File: src/hw/evp_pkg.sv
// Package with constants and types of the exception vector priority unit
package evp_pkg;
  localparam int          VEC_W         = 16;
  localparam int          BASE_W        = 8;
  localparam int          NUM_IRQ       = 57;
  localparam logic [7:0]  BASE_RST      = 8'hFF;
  localparam logic [7:0]  BASE_DEBUG    = 8'hFF;
  localparam logic [7:0]  BASE_LOW      = 8'h00;
  localparam logic [15:0] OFS_SPURIOUS  = 16'h0080;
  localparam logic [15:0] OFS_IRQ_LOW   = 16'h0082;
  localparam logic [15:0] OFS_IRQ_HIGH  = 16'h00F2;
  localparam logic [15:0] OFS_XIRQ      = 16'h00F4;
  localparam logic [15:0] OFS_SWI       = 16'h00F6;
  localparam logic [15:0] OFS_TRAP      = 16'h00F8;
  localparam logic [15:0] VEC_RST_COP   = 16'hFFFA;
  localparam logic [15:0] VEC_RST_CLK   = 16'hFFFC;
  localparam logic [15:0] VEC_RST_POR   = 16'hFFFE;
  localparam logic [15:0] VEC_RST_VAL   = 16'h0000;

  typedef enum logic [1:0] {
    EVP_IDLE = 2'b00,
    EVP_HOLD = 2'b01
  } evp_state_t;
endpackage : evp_pkg

File: src/hw/evp_dec_if.sv
// Interface between the vector unit top and its priority decoder
`timescale 1ns/1ps
`default_nettype none
interface evp_dec_if;
  logic [56:0] irq_req;
  logic        xirq_req;
  logic        swi_req;
  logic        trap_req;
  logic [1:0]  rst_sel;
  logic        rst_req;
  logic [7:0]  base;
  logic [15:0] vector;
  logic        any_req;

  modport top (output irq_req, output xirq_req, output swi_req,
               output trap_req, output rst_sel, output rst_req,
               output base, input vector, input any_req);
  modport dec (input irq_req, input xirq_req, input swi_req,
               input trap_req, input rst_sel, input rst_req,
               input base, output vector, output any_req);
endinterface : evp_dec_if
`default_nettype wire

File: src/hw/evp_prio_dec.sv
// Combinational priority decoder that picks the winning exception vector
`timescale 1ns/1ps
`default_nettype none
module evp_prio_dec (
  evp_dec_if.dec d
);
  // Join base byte and a vector offset into a full address
  function automatic logic [15:0] evp_join(input logic [7:0]  base,
                                           input logic [15:0] ofs);
    evp_join = {base, evp_pkg::BASE_LOW} | ofs;
  endfunction

  logic [15:0] vec_c;
  logic        any_c;

  // Fixed order: resets, trap, swi, xirq, then maskable, spurious
  always_comb begin
    vec_c = evp_join(d.base, evp_pkg::OFS_SPURIOUS);
    any_c = 1'b0;
    // Lowest index first so the highest vector address is written last
    for (int i = 0; i < evp_pkg::NUM_IRQ; i++) begin
      if (d.irq_req[i]) begin
        vec_c = evp_join(d.base, evp_pkg::OFS_IRQ_LOW +
                         16'(2 * i));
        any_c = 1'b1;
      end
    end
    // Nonmaskable and X requests outrank every maskable one
    if (d.xirq_req) begin
      vec_c = evp_join(d.base, evp_pkg::OFS_XIRQ);
      any_c = 1'b1;
    end
    if (d.swi_req) begin
      vec_c = evp_join(d.base, evp_pkg::OFS_SWI);
      any_c = 1'b1;
    end
    if (d.trap_req) begin
      vec_c = evp_join(d.base, evp_pkg::OFS_TRAP);
      any_c = 1'b1;
    end
    // Reset vectors ignore the base byte entirely
    if (d.rst_req) begin
      any_c = 1'b1;
      case (d.rst_sel)
        2'h1:    vec_c = evp_pkg::VEC_RST_CLK;
        2'h2:    vec_c = evp_pkg::VEC_RST_COP;
        default: vec_c = evp_pkg::VEC_RST_POR;
      endcase
    end
  end

  assign d.vector  = vec_c;
  assign d.any_req = any_c;
endmodule // evp_prio_dec
`default_nettype wire

File: src/hw/evp_top.sv
// Top of the exception vector priority unit with base register and fetch
`timescale 1ns/1ps
`default_nettype none
module evp_top (
  input  wire logic        mclk,
  input  wire logic        nrst,
  input  wire logic [56:0] irq_req,
  input  wire logic        xirq_req,
  input  wire logic        software_interrupt_request,
  input  wire logic        trap_req,
  input  wire logic        rst_req,
  input  wire logic [1:0]  rst_sel,
  input  wire logic        background_debug_mode,
  input  wire logic        base_wr,
  input  wire logic [7:0]  base_wdata,
  input  wire logic        vec_req,
  output logic [7:0]       vector_base_register,
  output logic [15:0]      vec_addr,
  output logic             vec_valid,
  output logic             wake_req
);
  evp_dec_if dif ();

  logic [7:0]          base_r;
  logic [7:0]          base_nxt;
  logic [15:0]         vec_r;
  logic [15:0]         vec_nxt;
  logic                valid_r;
  logic                valid_nxt;
  evp_pkg::evp_state_t state_r;
  evp_pkg::evp_state_t state_nxt;

  // Debug freeze substitutes a fixed base so debug firmware owns vectors
  assign dif.base     = background_debug_mode ? evp_pkg::BASE_DEBUG
                                              : base_r;
  assign dif.irq_req  = irq_req;
  assign dif.xirq_req = xirq_req;
  assign dif.swi_req  = software_interrupt_request;
  assign dif.trap_req = trap_req;
  assign dif.rst_req  = rst_req;
  assign dif.rst_sel  = rst_sel;

  evp_prio_dec u_dec (
    .d (dif.dec)
  );

  // Base register write path
  always_comb begin
    base_nxt = base_r;
    if (base_wr) begin
      base_nxt = base_wdata;
    end
  end

  // Vector captured on the request edge; later requests are re-decoded
  // afresh, so a handler in progress can be interrupted again
  always_comb begin
    vec_nxt   = vec_r;
    valid_nxt = 1'b0;
    state_nxt = state_r;
    case (state_r)
      evp_pkg::EVP_IDLE: begin
        if (vec_req) begin
          vec_nxt   = dif.vector;
          valid_nxt = 1'b1;
          state_nxt = evp_pkg::EVP_HOLD;
        end
      end
      evp_pkg::EVP_HOLD: begin
        // Wait for the request to drop before taking another
        if (!vec_req) begin
          state_nxt = evp_pkg::EVP_IDLE;
        end
      end
      default: state_nxt = evp_pkg::EVP_IDLE;
    endcase
  end

  // State registers
  always_ff @(posedge mclk or negedge nrst) begin
    if (!nrst) begin
      base_r  <= evp_pkg::BASE_RST;
      vec_r   <= evp_pkg::VEC_RST_VAL;
      valid_r <= 1'b0;
      state_r <= evp_pkg::EVP_IDLE;
    end else begin
      base_r  <= base_nxt;
      vec_r   <= vec_nxt;
      valid_r <= valid_nxt;
      state_r <= state_nxt;
    end
  end

  // Wake is combinational so it works while mclk is gated off
  assign wake_req = dif.any_req;

  assign vector_base_register = base_r;
  assign vec_addr             = vec_r;
  assign vec_valid            = valid_r;
endmodule // evp_top
`default_nettype wire

File: config.mk
export PLATFORM = sky130hd
export DESIGN_NAME = evp_top
export DESIGN_NICKNAME = d
export VERILOG_FILES = /design/src/hw/evp_pkg.sv /design/src/hw/evp_dec_if.sv /design/src/hw/evp_prio_dec.sv /design/src/hw/evp_top.sv
export SDC_FILE = /design/constraint.sdc
export NUM_CORES = 1
export LEC_CHECK = 0
export ABC_CLOCK_PERIOD_IN_PS = 4010
export BUFFER_PORTS_ARGS = -buffer_cell sky130_fd_sc_hd__buf_2
export CORE_MARGIN = 8
export CORE_UTILIZATION = 30
export CTS_BUF_LIST = sky130_fd_sc_hd__clkbuf_4 sky130_fd_sc_hd__clkbuf_8
export DETAILED_ROUTE_END_ITERATION = 16
export HOLD_SLACK_MARGIN = 0.1
export SLEW_MARGIN = 20
export SYNTH_ARGS = -nofsm -noshare
export SYNTH_HDL_FRONTEND = slang
export SYNTH_SLANG_ARGS = --single-unit
File: constraint.sdc
create_clock -name mclk -period 4.01 [get_ports mclk]
set_input_delay 0.2005 -clock mclk [delete_from_list [all_inputs] [get_ports mclk]]
set_output_delay 0.2005 -clock mclk [all_outputs]
set_load 0.01 [all_outputs]
---- Word-level counts from Yosys, hierarchy flattened ----
Cells that the tools add are included.
word-level totals
  register bits after elaboration ......... 27
  bits in latches ......................... 0
  bits in writable memories ............... 0
  memory bits (read-only) ................. 0
  input port bits ......................... 76
  output and inout bits ................... 26
  memories kept ........................... 0
cells by class
  add/subtract/negate cells ............... 0
  $mul .................................... 0
  div/mod/pow operators ................... 0
  magnitude comparators ................... 0
  equal/unequal tests ..................... 5
  shift operators ......................... 0
  muxes and demuxes ....................... 129
  bitwise operators ....................... 0
  reductions and logical operators ........ 3
operator list
  operator                                                          count
  7-bit 2-to-1 mux                                                  29
  6-bit 2-to-1 mux                                                  16
  1-bit 2-to-1 mux                                                  63
  5-bit 2-to-1 mux                                                  8
  16-bit 2-to-1 mux                                                 1
  4-bit 2-to-1 mux                                                  4
  8-bit 2-to-1 mux                                                  1
  2-bit 2-to-1 mux                                                  3
  3-bit 2-to-1 mux                                                  2
  3-bit one-hot mux with 2 select lines                             1
  2-bit by 1-bit == test with 1-bit output (second input constant)  2
  2-bit inequality test (second input constant)                     2
  2-bit one-hot mux with 2 select lines                             1
  2-bit AND reduction                                               2
  2-bit == test (second input constant)                             1
  2-bit zero test                                                   1

---- Longest topological paths before layout ----
Gate-level depths: netlist of the first run.
  word-level depth ........................ 61
  gate-level depth with buffers ........... 7
  mapped depth without buffers ............ 7

---- Modules after synthesis ----
From an unflattened synthesis of the first run, not the netlist that was laid out.
unflattened totals
  cells, all modules ...................... 214
  area, all modules ....................... 1928.1 µm²
by module, submodules not included
  module        instances  cells each  area each (µm²)
  evp_top       1          64          1079.8
  evp_prio_dec  1          150         848.3

---- Worst setup path before layout of the first run ----
Ideal clock, no wire load.
  path type ............................... in2out
  start ................................... in irq_req[6]
  end ..................................... out wake_req
  arrival time ............................ 1.420 ns
  required time ........................... 3.809 ns
  setup slack ............................. 2.390 ns
  stages .................................. 4
  buffers on the path ..................... 0
  path through ............................ or4_1 or4_1 nor4_2 nand3_1
on the way
  cells in the longest elaborated chain, start to end .. 55
RTL lines
  element                          line                source
  from (decl)                      evp_top.sv:7        input wire logic [56:0] irq_req,
  1-bit 2-to-1 mux (51 in series)  evp_prio_dec.sv:22  if (d.irq_req[i]) begin
  1-bit 2-to-1 mux                 evp_prio_dec.sv:29  if (d.xirq_req) begin
  1-bit 2-to-1 mux                 evp_prio_dec.sv:33  if (d.swi_req) begin
  1-bit 2-to-1 mux                 evp_prio_dec.sv:37  if (d.trap_req) begin
  1-bit 2-to-1 mux                 evp_prio_dec.sv:42  if (d.rst_req) begin
  to (decl)                        evp_top.sv:20       output logic wake_req
No other way between the ends.

---- Worst setup path after layout of the first run ----
  start ................................... reg state_r[0]
  end ..................................... reg vec_r[1], in the netlist vec_addr[1]
on the way
  cells in the longest elaborated chain, start to end .. 2
RTL lines
  element                               line           source
  from (decl)                           evp_top.sv:30  evp_pkg::evp_state_t state_r;
  from (signal assigned)                evp_top.sv:85  state_r <= evp_pkg::EVP_IDLE;
  from (signal assigned)                evp_top.sv:90  state_r <= state_nxt;
  2-bit zero test                       evp_top.sv:61  case (state_r)
  2-bit AND reduction (no source line)  -
  to (signal assigned)                  evp_top.sv:83  vec_r <= evp_pkg::VEC_RST_VAL;
  to (signal assigned)                  evp_top.sv:88  vec_r <= vec_nxt;
  to (decl)                             evp_top.sv:26  logic [15:0] vec_r;
No other way between the ends.
A chain may end at the register's enable or synchronous reset.

==> summary.md, run 1 <==
| Metric | Value |
|---|---|
| Status | `finished clean` |
| Post-Syn Nets | `295` |
| Worst-margin pin slew | `0.601 ns` |
| #FFs+latches synth | `25` |
| Clock-pin slew on the worst setup and hold paths | `0.09 ns` |
| Most common cell after layout, fill and taps aside | `buf_2` |
| Worst path cell trace | `inv_1, ha_1, buf_4, nor3b_1, o21ai_0, a21oi_1, nand4_1, o211ai_1` |
| Post-Synthesis Cell Area | `0.00175 sq mm` |
| Synth top area share | `24.3%` |
| Layout fillers | `646` |
| Delay-heaviest family, CP | `compound AO/OA/AOI/OAI gates` |
| Die H | `92.4 microns` |
| Antenna Violating Nets Remaining | `0` |
| Worst slew margin | `59.5%` |
| Residual DRC | `0` |
| Crit-path max FO | `32` |
| Total grt overflow | `0` |
| Primary FF master, synth | `dfrtp_1` |
| Yosys top cell by area | `dfrtp_1` |
| PostCTS Resize Cnt | `0` |
| Area added between synthesis and finish | `36.2%` |
| Slowest stage delay, CP | `0.39 ns` |
| Critical path buffers and inverters | `2` |
| Crit start category | `flip-flop` |
| Final Hold Vio Count | `0` |
| Worst hold-check path type | `in -> reg` |
| Average via count per standard cell | `4.98` |
| RSZ-0062 raised after global routing | `false` |
| Largest net degree at the start of global routing | `33` |
| Final Setup Violations | `0` |
| Synth cell types | `43` |
| Cell Area, Placed | `0.00233 sq mm` |
| Max-cap viol count | `0` |
| Yosys warnings | `0` |
| Worst Skew | `0.00381 ns` |
| Crit-path slowest cell | `dfrtp_1` |
| Initial core utilization | `30.3%` |
| Drt first pass iters | `4` |
| Die Span X | `92.4 microns` |
| NumNets Final | `396` |
| WHS | `0.157 ns` |
| Inserted Diodes | `0` |
| Worst setup margin | `2.03 ns` |
| CP required | `4.20 ns` |
| Fin area | `0.00239 sq mm` |
| Num ports | `102` |
| Root buf cell | `clkbuf_8` |
| Setup CP Type | `reg -> reg` |
| Drt first-iter violations | `71` |
| Routability cong. | `0.845` |
| Initial antenna violation count | `0` |
| Post-synth EDFFs | `0` |
| Setup_tns | `0 ns` |
| Post-DR wirelength/cell | `14.2 microns` |
| TritonCTS buffer count | `3` |
| Post-DP HPWL | `4760 microns` |
| Mean post-synth cell area | `8.04 sq um` |
| Slew Viols, Final | `0` |
| LEAKAGE | `0.999 nW` |
| Peak Freq | `505 MHz` |
| Final core occ | `41.3%` |
| GRT Util Overall | `12.6%` |
| Htree depth | `1` |
| Period utilization | `49.4%` |
| Number of global-route vias before repair | `1,994` |
| Post-synthesis sequential area ratio | `36.3%` |
| Period minus WS final | `1.98 ns` |
| Power per Cell Area | `327 mW/mm^2` |
| Std cell rows | `28` |
| Most frequent cells in the layout | `buf_2 (100), nor2_1 (44), a21oi_1 (20), dfrtp_1 (17), nor4_1 (12)` |
| Worst slack, placed | `2.06 ns` |
| First-pass GRT wire length | `9020 microns` |
| Crit path DAT | `2.17 ns` |
| Critical Path End Type | `flip-flop` |
| Sink Count | `25` |
| CTS max path bufs | `2` |
| Gate Count Post-Synth | `218` |
| DIE AREA | `0.00854 sq mm` |
| VDD IR max | `184 uV` |
| Top area cells in the synthesized netlist | `dfrtp_1 (24%), dfstp_2 (12%), nor2_1 (9.4%)` |
| Core area | `0.00578 sq mm` |
| Share of cells above drive strength 1 | `40.3%` |
| FFs w/ async S/R, synth | `100%` |
| Final WL | `5580 microns` |
| Clk_lat worst skew | `0.26 ns` |
| Vias | `1,958` |
| CTS tree | `done` |
| Port bufs | `100` |
per-layer routing:
layer	vias up	track usage [%]	wire length (microns)
met3	2	2.43	274
met2	57	22.0	2730
met1	879	15.3	2550
met5	-	0	0
met4	0	3.76	23
li1	1020	-	-
cells by family (layout without fill, tap and decap cells):
kind of cell | count (synthesis) | in the layout | synth area share, %
and+or+nand+nor | 109 | 109 | 33.1
xor gates and xnor gates | 1 | 1 | 0.500
other | 1 | 1 | 0.214
muxes | 8 | 8 | 5.14
buffers and inverters | 17 | 117 | 3.86
AOI/OAI and AO/OA | 56 | 56 | 20.2
DFF | 25 | 25 | 36.3
adders and majority gates | 1 | 1 | 0.714
cell type report:
type	instances	area [sq um]	share of cell area, %
multi-input combinational	176	1050	43.9
sequential	25	636	26.6
timing repair buffer	102	518	21.7
tap	75	93.8	3.93
clock buffer	3	41.3	1.73
inverter	11	41.3	1.73
clock inverter	1	7.51	0.315
cells in the mapped netlist, types with 2 or more instances:
library cell / count
dfrtp_1: 17
nor2_1: 44
a31oi_1: 4
mux2_2: 8
nand2b_1: 5
nor2b_1: 4
nor4_1: 12
clkbuf_1: 4
nand4_1: 2
nand2_1: 7
o31ai_1: 3
nand3_1: 3
o211ai_1: 6
a21oi_1: 20
nor3b_1: 2
or4_4: 3
o21bai_1: 5
o21ai_0: 7
or4_1: 8
dfstp_2: 8
inv_1: 11
a211oi_1: 3
nor3_1: 9
or2_2: 2
or3_1: 3
registers in the layout, summed over array words and instances (netlist names):
signal / cells
state_r: 1
vector_base_register: 8
vec_addr: 15
vec_valid: 1
where the power goes:
| part | switching (W) | internal [W] | total (W) |
|---|---|---|---|
| Clock | 0.0000818 | 0.0000703 | 0.000152 |
| Combinational | 0.000159 | 0.000126 | 0.000286 |
| Sequential | 0.0000285 | 0.000313 | 0.000342 |
| Total | 0.000270 | 0.000510 | 0.000779 |
through the flow:
stage          cells  total power, W
2_1_floorplan    218        0.000496
3_3_place_gp     388        0.000630
3_5_place_dp     388        0.000637
4_1_cts          393        0.000792
5_1_grt          393        0.000841
6_report         393        0.000779
final timing paths:
path	depth (start not counted)	from	slack, ns	end
max reg2reg	8	state_r[0]$_DFFE_PN0P_	2.03	vec_addr[1]$_DFFE_PN0P_
min in group asynchronous	2	nrst	0.44	vec_addr[13]$_DFFE_PN0P_
max	8	state_r[0]$_DFFE_PN0P_	2.03	vec_addr[1]$_DFFE_PN0P_
min reg2reg	1	vec_addr[7]$_DFFE_PN0P_	0.47	vec_addr[7]$_DFFE_PN0P_
min	2	base_wdata[1]	0.16	vector_base_register[1]$_DFFE_PN1P_
max in group asynchronous	2	nrst	3.20	vector_base_register[7]$_DFFE_PN1P_
what timing repair did:
| item | 4_1_cts | 5_1_grt |
|---|---|---|
| hold endpoints to repair | 17 | 0 |
| buffers inserted | 0 | 0 |
| endpoints found under the setup margin | 0 | 0 |
| hold buffers | 1 | 0 |
Note: power is estimated with default switching activity, not from simulation.
==> inputs of run 2 (changes only) <==
Settings changed: ABC_CLOCK_PERIOD_IN_PS 4010 to 1900.
Clock period 4.01 ns to 1.9 ns, I/O delays scaled along.
==> summary.md, run 2 (synthesis results as in run 1) <==
| Metric | Value |
|---|---|
| Status | `finished clean` |
| Routability cong. | `0.835 (-1.2%)` |
| CTS max path bufs | `2 (unchanged)` |
| Largest net degree at the start of global routing | `26 (-21%)` |
| Inserted Diodes | `0 (unchanged)` |
| Number of global-route vias before repair | `2,062 (+3.4%)` |
| TritonCTS buffer count | `3 (unchanged)` |
| LEAKAGE | `1.05 nW (+4.8%)` |
| NumNets Final | `406 (+2.5%)` |
| Power per Cell Area | `674 mW/mm^2 (+110%)` |
| Core area | `0.00578 sq mm (unchanged)` |
| Worst-margin pin slew | `0.619 ns (+0.0182 ns)` |
| Root buf cell | `clkbuf_8` |
| Most frequent cells in the layout | `buf_2 (100), nor2_1 (44), a21oi_1 (20), dfrtp_1 (17), nor4_1 (12)` |
| PostCTS Resize Cnt | `0 (unchanged)` |
| Reg2reg start | `state_r[0]$_DFFE_PN0P_` |
| Setup bufs post-CTS | `0 (unchanged)` |
| Port bufs | `100 (unchanged)` |
| Worst Skew | `0.00242 ns (-0.00139 ns)` |
| CP required | `1.80 ns (-2.40 ns)` |
| Area of the multi-input gates | `0.00105 sq mm (unchanged)` |
| Peak Freq | `594 MHz` |
| CP most frequent cell | `buf_2` |
| Num ports | `102 (unchanged)` |
| Max reg flops | `15 (unchanged)` |
| Residual DRC | `0 (unchanged)` |
| Sequential cell area | `636 sq um (unchanged)` |
| Critical Path End Type | `output port` |
| RSZ-0062 raised after global routing | `false` |
| VDD IR max | `288 uV (+57%)` |
| Average via count per standard cell | `4.90 (-1.7%)` |
| Htree depth | `1 (unchanged)` |
| R2R setup slack | `0.29 ns (-1.74 ns)` |
| Final Hold Vio Count | `0 (unchanged)` |
| Share of cells above drive strength 1 | `39.6% (-0.62 points)` |
| Metal1 wirelength | `2460 microns (-3.6%)` |
| Final WL | `5480 microns (-1.8%)` |
| Setup_tns | `0 ns (unchanged)` |
| Layout fillers | `610 (-5.6%)` |
| Met2 wire length | `2620 microns (-4.1%)` |
| Tot Pwr | `0.00167 W (+110%)` |
| Delay-heaviest family, CP | `simple AND/OR/NAND/NOR gates` |
| Slew Viols, Final | `0 (unchanged)` |
| Drt first pass iters | `4 (unchanged)` |
| Initial antenna violation count | `0 (unchanged)` |
| CP startpoint | `irq_req[30]` |
| Total grt overflow | `0 (unchanged)` |
| FF-to-FF End | `vec_addr[1]$_DFFE_PN0P_` |
| Critical path buffers and inverters | `2 (unchanged)` |
| Sink Count | `25 (unchanged)` |
| Area added between synthesis and finish | `41.6%` |
| Worst path cell trace | `buf_2, or4_4, nor2_1, nand3_2, nor4_2, nand3_1, buf_2` |
| Die Span X | `92.4 microns (unchanged)` |
| Hold buffer count at CTS | `9 (+8)` |
| Die H | `92.4 microns (unchanged)` |
| CP endpoint | `wake_req` |
| Post-DP HPWL | `4770 microns (+0.22%)` |
| CP Depth | `7 (-1)` |
| Vias | `1,973 (+0.77%)` |
| Antenna Violating Nets Remaining | `0 (unchanged)` |
| Crit start category | `input pin` |
| CTS tree | `done` |
| Crit path DAT | `1.59 ns (-0.58 ns)` |
| Crit-path slowest cell | `or4_4` |
| Met3 wire length | `317 microns (+16%)` |
| Clk_lat worst skew | `0.26 ns (about the same)` |
| Period utilization | `88.6%` |
| Initial core utilization | `30.3% (unchanged)` |
| DR top layer | `met4` |
| Clock-pin slew on the worst setup and hold paths | `0.08 ns (about the same)` |
| Final Setup Violations | `0 (unchanged)` |
| Drt first-iter violations | `75 (+5.6%)` |
| Std cell rows | `28 (unchanged)` |
| Slowest stage delay, CP | `0.53 ns (+0.14 ns)` |
| DIE AREA | `0.00854 sq mm (unchanged)` |
| Worst slew margin | `58.3% (-1.2 points)` |
| Crit-path max FO | `4 (-88%)` |
| Worst hold-check path type | `in -> reg` |
| Max-cap viol count | `0 (unchanged)` |
| Post-DR wirelength/cell | `13.6 microns (-4.3%)` |
| First-pass GRT wire length | `8870 microns (-1.6%)` |
| GRT Util Overall | `12.2% (-0.46 points)` |
| Most common cell after layout, fill and taps aside | `buf_2` |
| Period minus WS final | `1.68 ns` |
| Reg2Reg Depth | `7 (-1)` |
| Setup CP Type | `in -> out` |
## run 2: per-stage QoR
step | utilization, % | area, sq um | std cells | hold WS (ns) | setup slack [ns]
2_1_floorplan | - | 1750 | 218 | -0.201 | 0.419
3_3_place_gp | 40.5 | 2340 | 390 | 0.118 | 0.234
3_5_place_dp | 40.5 | 2340 | 390 | 0.117 | 0.202
4_1_cts | 42.9 | 2480 | 403 | 0.138 | 0.194
5_1_grt | 42.9 | 2480 | 403 | 0.154 | 0.0619
6_report | 42.9 | 2480 | 403 | 0.138 | 0.216
## run 2: how the worst min path moves through the flow
stage	slack (ns)	cells after the start	from	endpoint
floorplan	-0.20	0	nrst	state_r[0]$_DFFE_PN0P_
global placement	0.12	1	nrst	vec_addr[9]$_DFFE_PN0P_
detailed placement	0.12	1	nrst	vec_addr[9]$_DFFE_PN0P_
CTS	0.14	3	vec_req	state_r[0]$_DFFE_PN0P_
global route	0.15	3	vec_req	state_r[0]$_DFFE_PN0P_
finish	0.14	3	vec_req	state_r[0]$_DFFE_PN0P_
## run 2: report_power, final
part / switching [W] / leakage (nW) / internal, W / total [W]
combinational: 0.000343 / 0.768 / 0.000289 / 0.000631
clock: 0.000157 / 0.0262 / 0.000164 / 0.000321
sequential: 0.0000596 / 0.253 / 0.000661 / 0.000720
total: 0.000559 / 1.05 / 0.00111 / 0.00167
## run 2: area by class of cell
class                   instances  share of cell area [%]
clock buffers                   4                    1.97
repair buffers                112                    24.7
well taps                      75                    3.78
flip-flops and latches         25                    25.6
inverters                      11                    1.66
multi-input cells             176                    42.3
## run 2: metal layers
layer  vias up  global-route usage (%)
met5         -                       0
met4         0                    3.76
met3         6                    2.75
met2        55                    21.0
met1       877                    14.6
li1       1035                       -
## run 2: worst reg2reg max path, delay by kind of cell (launching register included)
family | cells | cell delay (ns)
flip-flops | 1 | 0.39
AND/OR/NAND/NOR | 2 | 0.38
adder cells (fa/ha/maj) | 1 | 0.20
AO/OA/AOI/OAI | 3 | 0.51
buffers and inverters | 1 | 0.06
==> inputs of run 3 (changes only) <==
Settings changed: CELL_PAD_IN_SITES_DETAIL_PLACEMENT from default to 1, CELL_PAD_IN_SITES_GLOBAL_PLACEMENT from default to 1, PLACE_DENSITY_LB_ADDON from default to 0.1, SETUP_SLACK_MARGIN from default to 0.02.
==> summary.md, run 3 (synthesis results as in run 1) <==
| Metric | Value |
|---|---|
| GRT Util Overall | `14.1% (+1.9 points)` |
| Share of cells above drive strength 1 | `40.3% (+0.67 points)` |
| Fin area | `0.00250 sq mm (+0.81%)` |
| Worst slack, placed | `0.192 ns (-0.00939 ns)` |
| Area of the multi-input gates | `0.00105 sq mm (+0.48%)` |
| NumNets Final | `408 (+0.49%)` |
| DIE AREA | `0.00854 sq mm (unchanged)` |
| Critical Path End Type | `output port` |
| Worst hold-check path type | `in -> reg` |
| Layout fillers | `751 (+23%)` |
| Setup_tns | `0 ns (unchanged)` |
| Sink Count | `25 (unchanged)` |
| Total grt overflow | `0 (unchanged)` |
| VDD IR max | `288 uV (-0.14%)` |
| Worst setup margin | `0.226 ns (+0.00984 ns)` |
| Initial antenna violation count | `0 (unchanged)` |
| Drt first-iter violations | `40 (-47%)` |
| Number of global-route vias before repair | `2,275 (+10%)` |
| Reg2Reg Depth | `7 (unchanged)` |
| Initial core utilization | `30.3% (unchanged)` |
| Status | `finished clean` |
| LEAKAGE | `1.06 nW (+1.2%)` |
| First-pass GRT wire length | `10,100 microns (+14%)` |
| Final Setup Violations | `0 (unchanged)` |
| Crit start category | `input pin` |
| CP most frequent cell | `buf_2` |
| Residual DRC | `0 (unchanged)` |
| Most common cell after layout, fill and taps aside | `buf_2` |
| TritonCTS buffer count | `3 (unchanged)` |
| Final WL | `6190 microns (+13%)` |
| Port bufs | `100 (unchanged)` |
| Sequential cell area | `636 sq um (unchanged)` |
| Clk_lat worst skew | `0.26 ns (about the same)` |
| Setup CP Type | `in -> out` |
| Slew Viols, Final | `0 (unchanged)` |
| Clock-pin slew on the worst setup and hold paths | `0.08 ns (about the same)` |
| Hold Path End | `state_r[0]$_DFFE_PN0P_` |
| Worst-margin pin slew | `0.559 ns (-0.0603 ns)` |
| Cell Area, Placed | `0.00236 sq mm (+0.64%)` |
| Largest net degree at the start of global routing | `26 (unchanged)` |
| Crit-path slowest cell | `or4_4` |
| Power per Cell Area | `678 mW/mm^2 (+0.58%)` |
| Routability cong. | `0.774 (-7.2%)` |
| Worst slew margin | `62.7% (+4.4 points)` |
| Core area | `0.00578 sq mm (unchanged)` |
| Max-cap viol count | `0 (unchanged)` |
| Post-DR wirelength/cell | `15.3 microns (+12%)` |
| Htree depth | `1 (unchanged)` |
| Std cell rows | `28 (unchanged)` |
| Num ports | `102 (unchanged)` |
| WHS Path Cells | `3 (unchanged)` |
| CP required | `1.80 ns (about the same)` |
| Crit-path max FO | `4 (unchanged)` |
| CTS tree | `done` |
| Critical path buffers and inverters | `2 (unchanged)` |
| WHS | `0.144 ns (+0.00549 ns)` |
| Period utilization | `88.1% (-0.52 points)` |
| Die H | `92.4 microns (unchanged)` |
| Post-DP HPWL | `5320 microns (+12%)` |
| Worst Skew | `0.00396 ns (+0.00154 ns)` |
| Antenna Violating Nets Remaining | `0 (unchanged)` |
| Area added between synthesis and finish | `42.8%` |
| CP Depth | `7 (unchanged)` |
| HP Start | `vec_req` |
| Most frequent cells in the layout | `buf_2 (100), nor2_1 (44), a21oi_1 (20), dfrtp_1 (17), nor4_1 (12)` |
| Worst path cell trace | `buf_2, or4_4, nor2_1, nand3_2, nor4_2, nand3_1, buf_2` |
| Crit path DAT | `1.58 ns (about the same)` |
| Die Span X | `92.4 microns (unchanged)` |
| DP Cell Count | `392 (+0.51%)` |
| Vias | `2,048 (+3.8%)` |
| CTS max path bufs | `2 (unchanged)` |
| Root buf cell | `clkbuf_8` |
| Max reg flops | `15 (unchanged)` |
| Period minus WS final | `1.67 ns (-0.00984 ns)` |
| Fin cells | `405 (+0.50%)` |
| Slowest stage delay, CP | `0.53 ns (about the same)` |
| R2R setup slack | `0.25 ns (-0.04 ns)` |
| Inserted Diodes | `0 (unchanged)` |
| Reg2reg start | `state_r[0]$_DFFE_PN0P_` |
| Drt first pass iters | `4 (unchanged)` |
| Setup bufs post-CTS | `0 (unchanged)` |
| Delay-heaviest family, CP | `simple AND/OR/NAND/NOR gates` |
| Final Hold Vio Count | `0 (unchanged)` |
| FF-to-FF End | `vec_addr[1]$_DFFE_PN0P_` |
| RSZ-0062 raised after global routing | `false` |
| Peak Freq | `597 MHz (+0.59%)` |
| Average via count per standard cell | `5.06 (+3.3%)` |
==> run 3: worst max-delay path by stage <==
stage / start / end
floorplan: state_r[0]$_DFFE_PN0P_ / vec_addr[1]$_DFFE_PN0P_
global placement: irq_req[30] / wake_req
detailed placement: irq_req[23] / wake_req
CTS: irq_req[23] / wake_req
global route: irq_req[23] / wake_req
finish: irq_req[30] / wake_req
==> run 3: stage by stage <==
| step | utilization, % | total power (W) |
|---|---|---|
| 6_report | 43.3 | 0.00170 |
| 5_1_grt | 43.3 | 0.00183 |
| 4_1_cts | 43.2 | 0.00173 |
| 3_5_place_dp | 40.8 | 0.00138 |
| 3_3_place_gp | 40.8 | 0.00136 |
| 2_1_floorplan | - | 0.00105 |
==> run 3: metal layers <==
layer	vias up	wire (microns)	global-route usage [%]	share of wire, %
li1	1036	-	-	-
met1	958	2690	17.0	43
met2	52	3190	25.3	52
met3	2	266	1.94	4.3
met4	0	40	4.03	0.65
met5	-	0	0	0
==> run 3: worst min-delay path, stage by stage <==
cell	delay [ns]
buf_2	0.08
ha_1	0.14
xnor2_1	0.06
==> run 3: final cells by class <==
type | count | share of cell area (%)
sequential | 25 | 25.4
tap | 75 | 3.75
clock buffer | 4 | 1.95
multi-input combinational | 176 | 42.1
timing repair buffer | 114 | 25.1
inverter | 11 | 1.65
==> run 3: repair_timing <==
item	CTS	global route
hold buffers	9	0
setup endpoints to repair	0	1
resized for setup	0	1
endpoints found under the hold margin	25	0
==> run 3: power by group <==
| group | switching [W] | internal, W |
|---|---|---|
| clock network | 0.000159 | 0.000164 |
| logic | 0.000355 | 0.000292 |
| registers | 0.0000655 | 0.000661 |
| total | 0.000579 | 0.00112 |
